### config.mk
export PLATFORM = sky130hd
export DESIGN_NAME = stx_ctrl
export DESIGN_NICKNAME = d
export VERILOG_FILES = /design/src/stx_pkg.sv /design/src/stx_ctrl.sv /design/src/stx_pump.sv /design/src/stx_timer.sv
export SDC_FILE = /design/constraint.sdc
export NUM_CORES = 1
export LEC_CHECK = 0
export CORE_MARGIN = 1.5
export CORE_UTILIZATION = 35
export DETAILED_ROUTE_END_ITERATION = 12
export DONT_BUFFER_PORTS = 1
export GPL_TIMING_DRIVEN = 0
export PLACE_DENSITY = 0.49
export SLEW_MARGIN = 30
export SYNTH_ARGS = -nofsm -noshare
export SYNTH_HDL_FRONTEND = slang
export SYNTH_SLANG_ARGS = --single-unit
### constraint.sdc
create_clock -name mclk -period 2.7 [get_ports mclk]
set_input_delay 0.135 -clock mclk [delete_from_list [all_inputs] [get_ports mclk]]
set_output_delay 0.135 -clock mclk [all_outputs]
set_load 0.005 [all_outputs]
### src/stx_pkg.sv
// package: shared constants and carriers for the transceiver mode control
package stx_pkg;
    localparam int CLK_HZ          = 40_000_000;
    localparam int IDLE_TIMEOUT_US = 30;
    localparam int WAKE_TIME_US    = 100;
    // least times round down to whole cycles
    localparam int IDLE_CYCLES = (IDLE_TIMEOUT_US * (CLK_HZ / 1_000_000));
    localparam int WAKE_CYCLES = (WAKE_TIME_US * (CLK_HZ / 1_000_000));
    localparam int CNT_W       = 16;
    localparam int NUM_TX      = 3;
    localparam int NUM_RX      = 5;
    localparam int NUM_MON     = 2;
    // address map of the apb slave
    localparam logic [7:0] ADDR_CTRL   = 8'h00;
    localparam logic [7:0] ADDR_STATUS = 8'h04;
    localparam logic [7:0] ADDR_TXDATA = 8'h08;
    localparam logic [7:0] ADDR_RXDATA = 8'h0c;
    // control fields
    localparam int CTRL_KEEP_ON  = 0;
    localparam int CTRL_HARD_OFF = 1;
    localparam int CTRL_RX_DIS   = 2;
    localparam int CTRL_MULTI    = 3;
    localparam logic [3:0] CTRL_RESET = 4'h2;
    // status fields
    localparam int ST_ACTIVE  = 0;
    localparam int ST_READY   = 1;
    localparam int ST_PUMP_P  = 2;
    localparam int ST_PUMP_N  = 3;
    localparam int ST_FLAG    = 4;
    localparam int ST_RX_EN   = 5;

    typedef enum logic [1:0] {STX_OFF, STX_WAKE, STX_RUN, STX_IDLE} stx_mode_t;

    typedef struct packed {
        logic psel;
        logic penable;
        logic pwrite;
        logic [7:0] paddr;
        logic [31:0] pwdata;
    } stx_apb_req_t;

    typedef struct packed {
        logic pready;
        logic pslverr;
        logic [31:0] prdata;
    } stx_apb_rsp_t;
endpackage

### src/stx_ctrl.sv
// module: mode and output-enable control of a serial line transceiver
// Contract
// - each pump runs only while its rail magnitude is below the limit.
// - transmitters invert logic input onto the line.
// - transmitters released when hard-off low or idle power-down taken.
// - receivers invert line onto three-state logic outputs.
// - small variants release receiver outputs while disable is high.
// - small variants keep receivers active in shutdown unless disabled.
// - multi variant releases main receivers only while hard-off low.
// - multi variant monitor outputs are always driven, non-inverting.
// - activity flag high when any input valid, low otherwise.
// - activity flag works in every mode.
// - idle power-down allowed only with keep-on low and hard-off high.
// - power-down after 30 us with no valid input.
// - wake from idle power-down as soon as any input valid.
// - keep-on with hard-off high forces transmitters on.
// - in shutdown pumps off, rails tied, transmitters released.
// - full operation 100 us after leaving shutdown.
// - hard-off low overrides all automatic logic and keep-on.
`timescale 1ns/1ps
module stx_ctrl #(
    parameter int NUM_TX  = stx_pkg::NUM_TX,
    parameter int NUM_RX  = stx_pkg::NUM_RX,
    parameter int NUM_MON = stx_pkg::NUM_MON
) (
    input  wire logic                 mclk,
    input  wire logic                 rst_b,
    input  wire stx_pkg::stx_apb_req_t apb_req,
    output stx_pkg::stx_apb_rsp_t     apb_rsp,
    input  wire logic                 keep_on_request,
    input  wire logic                 hard_off_n,
    input  wire logic                 rx_disable,
    input  wire logic [NUM_RX-1:0]    rx_line_valid,
    input  wire logic [NUM_RX-1:0]    rx_line_level,
    input  wire logic [1:0]           rail_above_limit,
    output logic [NUM_TX-1:0]         tx_line_out,
    output logic [NUM_TX-1:0]         tx_line_oe,
    output logic [NUM_RX-1:0]         rx_logic_out,
    output logic [NUM_RX-1:0]         rx_logic_oe,
    output logic [NUM_MON-1:0]        monitor_rx_out,
    output logic                      line_active,
    output logic [1:0]                pump_on,
    output logic [1:0]                rail_tied,
    output logic                      tx_ready
);
    typedef struct packed {
        stx_pkg::stx_mode_t mode;
        logic [3:0]         ctrl;
        logic [NUM_TX-1:0]  tx_data;
        logic [NUM_TX-1:0]  tx_out;
        logic [NUM_TX-1:0]  tx_oe;
        logic [NUM_RX-1:0]  rx_out;
        logic [NUM_RX-1:0]  rx_oe;
        logic [NUM_MON-1:0] mon;
        logic               active;
        logic [31:0]        prdata;
    } stx_ctrl_st_t;

    stx_ctrl_st_t state_reg;
    stx_ctrl_st_t state_next;

    logic any_valid;
    logic keep_on_eff;
    logic hard_off_eff;
    logic multi;
    logic rx_dis_eff;
    logic auto_allowed;
    logic idle_done;
    logic wake_done;
    logic powered;
    logic [1:0] pump_on_w;
    logic [1:0] rail_tied_w;
    logic apb_access;

    assign any_valid    = |rx_line_valid;
    // pins and software controls combine: either can assert
    assign keep_on_eff  = keep_on_request | state_reg.ctrl[stx_pkg::CTRL_KEEP_ON];
    assign hard_off_eff = ~hard_off_n | ~state_reg.ctrl[stx_pkg::CTRL_HARD_OFF];
    assign rx_dis_eff   = rx_disable | state_reg.ctrl[stx_pkg::CTRL_RX_DIS];
    assign multi        = state_reg.ctrl[stx_pkg::CTRL_MULTI];
    assign auto_allowed = ~keep_on_eff & ~hard_off_eff;
    assign powered      = (state_reg.mode == stx_pkg::STX_WAKE)
                        | (state_reg.mode == stx_pkg::STX_RUN);
    assign apb_access   = apb_req.psel & apb_req.penable;

    // any valid level restarts the idle interval
    stx_timer #(
        .CNT_W  (stx_pkg::CNT_W),
        .CYCLES (stx_pkg::IDLE_CYCLES)
    ) u_idle (
        .mclk    (mclk),
        .rst_b   (rst_b),
        .restart (any_valid | ~auto_allowed),
        .done    (idle_done)
    );

    // wake delay restarts whenever the mode is neither wake nor run (pumps not enabled)
    stx_timer #(
        .CNT_W  (stx_pkg::CNT_W),
        .CYCLES (stx_pkg::WAKE_CYCLES)
    ) u_wake (
        .mclk    (mclk),
        .rst_b   (rst_b),
        .restart (~powered),
        .done    (wake_done)
    );

    genvar gi;
    generate
        for (gi = 0; gi < 2; gi++) begin : g_pump
            stx_pump u_pump (
                .mclk        (mclk),
                .rst_b       (rst_b),
                .enable      (powered),
                .above_limit (rail_above_limit[gi]),
                .pump_on     (pump_on_w[gi]),
                .rail_tied   (rail_tied_w[gi])
            );
        end
    endgenerate

    always_comb begin
        state_next = state_reg;

        unique case (state_reg.mode)
            stx_pkg::STX_OFF: begin
                if (!hard_off_eff && (keep_on_eff || any_valid)) begin
                    state_next.mode = stx_pkg::STX_WAKE;
                end
            end
            stx_pkg::STX_WAKE: begin
                if (wake_done) begin
                    state_next.mode = stx_pkg::STX_RUN;
                end
            end
            stx_pkg::STX_RUN: begin
                state_next.mode = stx_pkg::STX_RUN;
            end
            stx_pkg::STX_IDLE: begin
                if (keep_on_eff || any_valid) begin
                    state_next.mode = stx_pkg::STX_WAKE;
                end
            end
        endcase
        // hard-off wins over everything
        if (hard_off_eff) begin
            state_next.mode = stx_pkg::STX_OFF;
        end else if (powered && auto_allowed && idle_done && !any_valid) begin
            state_next.mode = stx_pkg::STX_IDLE;
        end

        // transmitters driven only while powered
        state_next.tx_oe  = {NUM_TX{(state_next.mode == stx_pkg::STX_WAKE)
                                  | (state_next.mode == stx_pkg::STX_RUN)}};
        state_next.tx_out = ~state_reg.tx_data;

        state_next.rx_out = ~rx_line_level;
        if (multi) begin
            state_next.rx_oe = {NUM_RX{~hard_off_eff}};
        end else begin
            state_next.rx_oe = {NUM_RX{~rx_dis_eff}};
        end
        // monitors carry the first receivers' line level, never released
        state_next.mon    = rx_line_level[NUM_MON-1:0];
        state_next.active = any_valid;

        // apb: write at the access edge, read data registered from setup
        if (apb_req.psel && !apb_req.penable) begin
            unique case (apb_req.paddr)
                stx_pkg::ADDR_CTRL:   state_next.prdata = {28'h0, state_reg.ctrl};
                stx_pkg::ADDR_STATUS: state_next.prdata = {26'h0,
                    |state_reg.rx_oe, state_reg.active, pump_on_w,
                    state_reg.mode == stx_pkg::STX_RUN, powered};
                stx_pkg::ADDR_TXDATA: state_next.prdata = 32'(state_reg.tx_data);
                stx_pkg::ADDR_RXDATA: state_next.prdata = 32'(rx_line_level);
                default:              state_next.prdata = 32'h0;
            endcase
        end
        if (apb_access && apb_req.pwrite) begin
            if (apb_req.paddr == stx_pkg::ADDR_CTRL) begin
                state_next.ctrl = apb_req.pwdata[3:0];
            end else if (apb_req.paddr == stx_pkg::ADDR_TXDATA) begin
                state_next.tx_data = apb_req.pwdata[NUM_TX-1:0];
            end
        end
    end

    always_ff @(posedge mclk or negedge rst_b) begin
        if (!rst_b) begin
            state_reg        <= '0;
            state_reg.mode   <= stx_pkg::STX_OFF;
            state_reg.ctrl   <= stx_pkg::CTRL_RESET;
        end else begin
            state_reg <= state_next;
        end
    end

    assign tx_line_out     = state_reg.tx_out;
    assign tx_line_oe      = state_reg.tx_oe;
    assign rx_logic_out    = state_reg.rx_out;
    assign rx_logic_oe     = state_reg.rx_oe;
    assign monitor_rx_out  = state_reg.mon;
    assign line_active     = state_reg.active;
    assign pump_on         = pump_on_w;
    assign rail_tied       = rail_tied_w;
    assign tx_ready        = (state_reg.mode == stx_pkg::STX_RUN);
    assign apb_rsp.pready  = 1'b1;
    assign apb_rsp.pslverr = apb_access & ~((apb_req.paddr == stx_pkg::ADDR_CTRL)
                           | (apb_req.paddr == stx_pkg::ADDR_STATUS)
                           | (apb_req.paddr == stx_pkg::ADDR_TXDATA)
                           | (apb_req.paddr == stx_pkg::ADDR_RXDATA));
    assign apb_rsp.prdata  = state_reg.prdata;
endmodule

### src/stx_pump.sv
// module: one discontinuous charge pump regulator
`timescale 1ns/1ps
module stx_pump (
    input  wire logic mclk,
    input  wire logic rst_b,
    input  wire logic enable,
    input  wire logic above_limit,
    output logic      pump_on,
    output logic      rail_tied
);
    typedef struct packed {
        logic pump;
        logic tied;
    } stx_pump_st_t;
    stx_pump_st_t state_reg;
    stx_pump_st_t state_next;

    always_comb begin
        state_next      = state_reg;
        // pump only while magnitude is under the limit
        state_next.pump = enable & ~above_limit;
        // while off, rail is tied to supply or ground
        state_next.tied = ~enable;
    end

    always_ff @(posedge mclk or negedge rst_b) begin
        if (!rst_b) begin
            state_reg <= '{pump: 1'b0, tied: 1'b1};
        end else begin
            state_reg <= state_next;
        end
    end

    assign pump_on   = state_reg.pump;
    assign rail_tied = state_reg.tied;
endmodule

### src/stx_timer.sv
// module: restartable down counter giving a done level after a delay
`timescale 1ns/1ps
module stx_timer #(
    parameter int CNT_W  = 16,
    parameter int CYCLES = 1200
) (
    input  wire logic mclk,
    input  wire logic rst_b,
    input  wire logic restart,
    output logic      done
);
    typedef struct packed {
        logic [CNT_W-1:0] cnt;
        logic             done;
    } stx_tmr_st_t;
    stx_tmr_st_t state_reg;
    stx_tmr_st_t state_next;

    always_comb begin
        state_next = state_reg;
        if (restart) begin
            state_next.cnt  = CNT_W'(CYCLES - 1);
            state_next.done = 1'b0;
        end else if (state_reg.cnt != '0) begin
            state_next.cnt = state_reg.cnt - 1'b1;
        end else begin
            state_next.done = 1'b1;
        end
    end

    always_ff @(posedge mclk or negedge rst_b) begin
        if (!rst_b) begin
            state_reg <= '{cnt: '0, done: 1'b0};
        end else begin
            state_reg <= state_next;
        end
    end

    assign done = state_reg.done;
endmodule
# Word level (Yosys, flattened, before mapping)
# Index checks and enable logic that the tools add are counted.
# W data, S select, Z words.
dict set report word_totals {
  register_bits 95
  input_bits 60
  out_inout_bits 58
  wordCells 90
}
dict set report op_classes {
  addsub 2
  n_eq_ne 11
  n_mux 14
  bitwise_logic 27
  n_reduce_logical 19
}
# cell n
set ops {}
lappend ops {{$mux W17} 2}
lappend ops {{$mux W16} 2}
lappend ops {{$reduce_bool A16 Y1} 2}
lappend ops {{$sub A16 B1 Y16 const B} 2}
lappend ops {{$pmux W6 S4} 1}
lappend ops {{$eq A8 B4 Y1 const B} 2}
lappend ops {{$not A1 Y1} 11}
lappend ops {{$mux W2} 5}
lappend ops {{$reduce_or A5 Y1} 2}
lappend ops {{$or A1 B1 Y1} 9}
lappend ops {{$eq A8 B3 Y1 const B} 1}
lappend ops {{$logic_not A8 Y1} 1}
lappend ops {{$pmux W2 S4} 1}
lappend ops {{$eq A2 B2 Y1 const B} 3}
lappend ops {{$logic_and A1 B1 Y1} 6}
lappend ops {{$and A1 B1 Y1} 5}
lappend ops {{$mux W5} 1}
lappend ops {{$not A5 Y5} 1}
lappend ops {{$eq A2 B1 Y1 const B} 2}
lappend ops {{$ne A2 B2 Y1 const B} 2}
lappend ops {{$logic_not A1 Y1} 3}
lappend ops {{$not A3 Y3} 1}
lappend ops {{$reduce_and A3 Y1} 1}
lappend ops {{$logic_not A2 Y1} 1}
lappend ops {{5 further kinds} 6}

# Depth between registers and ports, before layout
dict set report logic_depth {
  word_depth 11
  ltp_mapped 8
  ltp_nobuf 7
}

# Cells and area by module
# Synthesis repeated with hierarchy kept, for this count alone.
dict set report unflattened {
  hier_cells 367
  area_unflattened_um2 3701.0
}
# mod instances cells_each area_each_um2 seq_area_each_um2
set by_module_without_submodules {}
lappend by_module_without_submodules {stx_ctrl 1 167 1711.6 701.9}
lappend by_module_without_submodules {{stx_timer (u_idle)} 1 96 928.4 425.4}
lappend by_module_without_submodules {{stx_timer (u_wake)} 1 96 923.4 425.4}
lappend by_module_without_submodules {stx_pump 2 4 68.8 51.3}

# Least setup slack after synthesis
# OpenSTA, ideal clock, no wires.
dict set report synth_path {
  kind {flip-flop to flip-flop}
  start {reg u_wake.state_reg[9] in the netlist's numbering}
  end {reg u_wake.state_reg[14] in the netlist's numbering}
  setup_ps 119
  arrival_ps 1973
  required_time_ps 2581
  slack_ps 608
  path_stages_with_launch 6
  n_path_buf 0
  period_less_slack_ps 2092
  cell_sequence {dfrtp_1 or4_4 nor4b_4 or4b_1 xnor2_1 and2_1}
}
dict set report synth_between {
  elab_chain_cells 3
  word_cells_on_any_way 5
  classes_between {add/sub (1); eq/ne (1); mux (2); reduce/logical (1)}
}
# element line
set synth_lines {}
lappend synth_lines {{start: declaration} stx_timer.sv:16} ;# stx_tmr_st_t state_reg;
lappend synth_lines {{start signal: assignment} stx_timer.sv:33} ;# state_reg <= '{cnt: '0, done: 1'b0};
lappend synth_lines {{start signal: assignment} stx_timer.sv:35} ;# state_reg <= state_next;
lappend synth_lines {{$sub A16 B1 Y16} stx_timer.sv:25} ;# state_next.cnt = state_reg.cnt - 1'b1;
lappend synth_lines {{$mux W16} stx_timer.sv:24} ;# end else if (state_reg.cnt != '0) begin
lappend synth_lines {{$mux W17} stx_timer.sv:21} ;# if (restart) begin
# Several ways; a longest one is shown, not always the timed one. The select of a mux whose other input is x is not followed.
# A chain may end at the register's enable or synchronous reset.

# Final worst setup path
# Ends and elaborated chain as after synthesis.

==> results.md <==
* # rows at 36
* Antenna-violating nets left at 0
* H-tree levels at 3
* Skew-Pair Late Insertion Delay at 0.34 ns
* Total track usage at 13.98%
* Setup TNS at 0 ns
* Seq/Total Area, Yosys at 45.59%
* Number of DRC markers in iteration 0 at 119
* Min Tclk post-route at 2.190 ns
* Initial antenna violation count at 0
* Post-synthesis simple-gate area fraction at 19.89%
* Port bufs at 0
* Critical path class: register to register
* Fillers at 969
* Core area at 0.009819 sq mm
* Syn avg cell area at 9.710 sq um
* Ports at 118
* TritonCTS buffer count at 9
* Mux contribution to synthesized area at 5.602%
* Die ar. at 0.01083 sq mm
* Worst-margin pin slew at 0.8274 ns
* ANT cells at 0
* GRT Residual Overflow at 0
* First-pass detailed-route iteration total at 4
* Crit path largest cell delay at 0.58 ns
* Synth Instances at 368
* Power Dens Cells at 475.7 mW/mm^2
* CP Capture Type: register
* CP arrival at 2.42 ns
* Post-synth EDFFs at 0
* Post_cts resized at 0
* CTS root buf: clkbuf_8
* Type of origin of the critical path: register
* Cell breakdown of the critical path: or4_4 > nor4b_4 > or4b_1 > xnor2_1 > and2_1
* Max Fclk at 0.4567 GHz
* Placer Congestion at 0.7411
* Synth Area in Adders at 2.801%
* Slowest-stage cell, CP: or4_4
* Clk slew on worst S/H paths at 0.07 ns
* Ys Warns at 0
* Pins Over Slew Limit at 0
* Endpoints failing setup at 0
* Hold Vio Cnt, Final at 0
* CP Max Fanout at 6
* Area grow syn2layout at 18.31%
* CTS Buffer Depth at 2
* Clk_skew at 0.01102 ns
* CTS tree: yes
* Post-synthesis compound-gate area fraction at 5.952%
* Worst vdd ir at 0.0002617 V
* CTS sink count at 65
* Top FF cell, synth: dfrtp_1
* WP data required at 2.93 ns
* RSZ-0062 raised after global routing: no
* DR WL/cell at 12.72 um
* Die Width at 104.0 um
* Placed Instance Area at 0.003834 sq mm
* Global-route wire length before repair at 12.13 mm
* Fraction of registers with async set/reset at 100.0%
* Synthesized cell area at 0.003573 sq mm
* HPWL Detailed at 5.004 mm
* Relative slew slack at 44.41%
* Post-synthesis share of cell area spent on xor and xnor gates at 4.902%
* DR vias at 2525
* Max-Cap Viols at 0
* Starting Density at 36.39%
* Final worst path period share at 81.11%
* Via density at 4.525
* Layout net count at 488
* Drt drc at 0
* Post-layout instance area at 0.004228 sq mm
* Netlist cell types at 48
* Outcome: finished, final reports clean
* Leak Pwr at 1.847 nW
* Hold crit path type: input pin to register
* Pin count of the biggest net entering global routing at 66
* Seq cells post-synth at 65
* Chip height at 104.0 um
* Vias in the first global route at 2423
* WL final at 7.098 mm
* Largest family of logic cells by synthesized area: simple AND/OR/NAND/NOR gates
* Share of layout cells above drive strength 1 at 22.12%
## critical path, delay by kind of cell, from the launching register on
kind	cells	cell delay, ns
DFF	1	0.41
and+or+nand+nor	4	1.55
xor gates and xnor gates	1	0.13
## synthesized netlist by cell type (9+ instances only)
master	n	area [sq um]
nor2_1	33	123.9
o21ai_0	12	60.06
clkbuf_1	9	33.78
dfrtp_1	63	1577
nand2_1	30	112.6
inv_1	23	86.33
buf_4	55	412.9
a21oi_1	13	65.06
xor2_1	12	105.1
mux2_2	10	112.6
nand3_1	15	75.07
## metrics by stage
stage	utilization (%)	instances	power, W	hold WS (ns)	worst slack [ns]
6_report	43.06	558	0.002011	0.02403	0.5102
5_1_grt	43.06	558	0.002101	0.05439	0.3681
4_1_cts	42.99	558	0.002038	0.01176	0.4830
3_5_place_dp	39.04	526	0.001092	-0.1584	0.4893
3_3_place_gp	39.04	526	0.001091	-0.1590	0.4897
2_1_floorplan	-	393	0.001083	-0.1606	0.6075
## worst paths after layout
check / slack [ns] / to / depth (start not counted) / start
max reg2reg: 0.51 / u_wake.state_reg[14] / 5 / u_wake.state_reg[9]
min reg2reg: 0.44 / tx_line_out[0] / 1 / state_reg[51]
max: 0.51 / u_wake.state_reg[14] / 5 / u_wake.state_reg[9]
min: 0.02 / apb_rsp[3] / 2 / rx_line_level[3]
min in group asynchronous: 0.32 / u_idle.state_reg[3] / 2 / rst_b
max in group asynchronous: 2.06 / state_reg[55] / 2 / rst_b
## metal layers
metal / global-route usage, % / vias to the layer above / share of wire (%)
li1: - / 1270 / -
met4: 4.762 / 0 / 0.96
met1: 19.69 / 1188 / 49
met3: 3.008 / 6 / 4.5
met5: 0 / - / 0
met2: 21.24 / 61 / 45
## timing repair
| item | 4_1_cts | 5_1_grt |
|---|---|---|
| buffers inserted | 0 | 0 |
| endpoints found under the hold margin | 83 | 0 |
| endpoints found under the setup margin | 0 | 0 |
| hold buffers | 16 | 0 |
## where the power goes
group / leakage, nW / switching [W] / internal [W]
Clock: 0.106 / 0.000380 / 0.000515
Sequential: 0.773 / 0.00000501 / 0.000983
Combinational: 0.968 / 0.0000598 / 0.0000680
Total: 1.85 / 0.000445 / 0.00157
## area by class of cell
| type | count | area, sq um | area share, % |
|---|---|---|---|
| Tap cell | 133 | 166.4 | 3.936 |
| Buffer | 65 | 451.7 | 10.68 |
| Clock buffer | 10 | 127.6 | 3.019 |
| Sequential cell | 65 | 1629 | 38.53 |
| Timing Repair Buffer | 16 | 177.7 | 4.202 |
| Multi-Input combinational cell | 240 | 1506 | 35.63 |
| Clock inverter | 6 | 82.58 | 1.953 |
| Inverter | 23 | 86.33 | 2.042 |
## cell usage in the layout (no fill, tap or decap), types with 8 or more instances in the layout
master         instances
a21oi_1               13
buf_4                 55
clkbuf_1              10
clkbuf_8               9
conb_1                27
dfrtp_1               63
dlygate4sd3_1         15
ha_1                   8
inv_1                 23
mux2_2                10
nand2_1               30
nand3_1               15
nor2_1                33
o21ai_0               12
or3_1                  8
xnor2_1                8
xor2_1                12
## cell families after synthesis
kind of cell / count (synthesis)
AOI/OAI and AO/OA: 36
xor gates and xnor gates: 20
adders and majority gates: 8
buffers and inverters: 88
DFF: 65
muxes: 15
other: 2
and+or+nand+nor: 134
(Power assumes the default switching activity.)
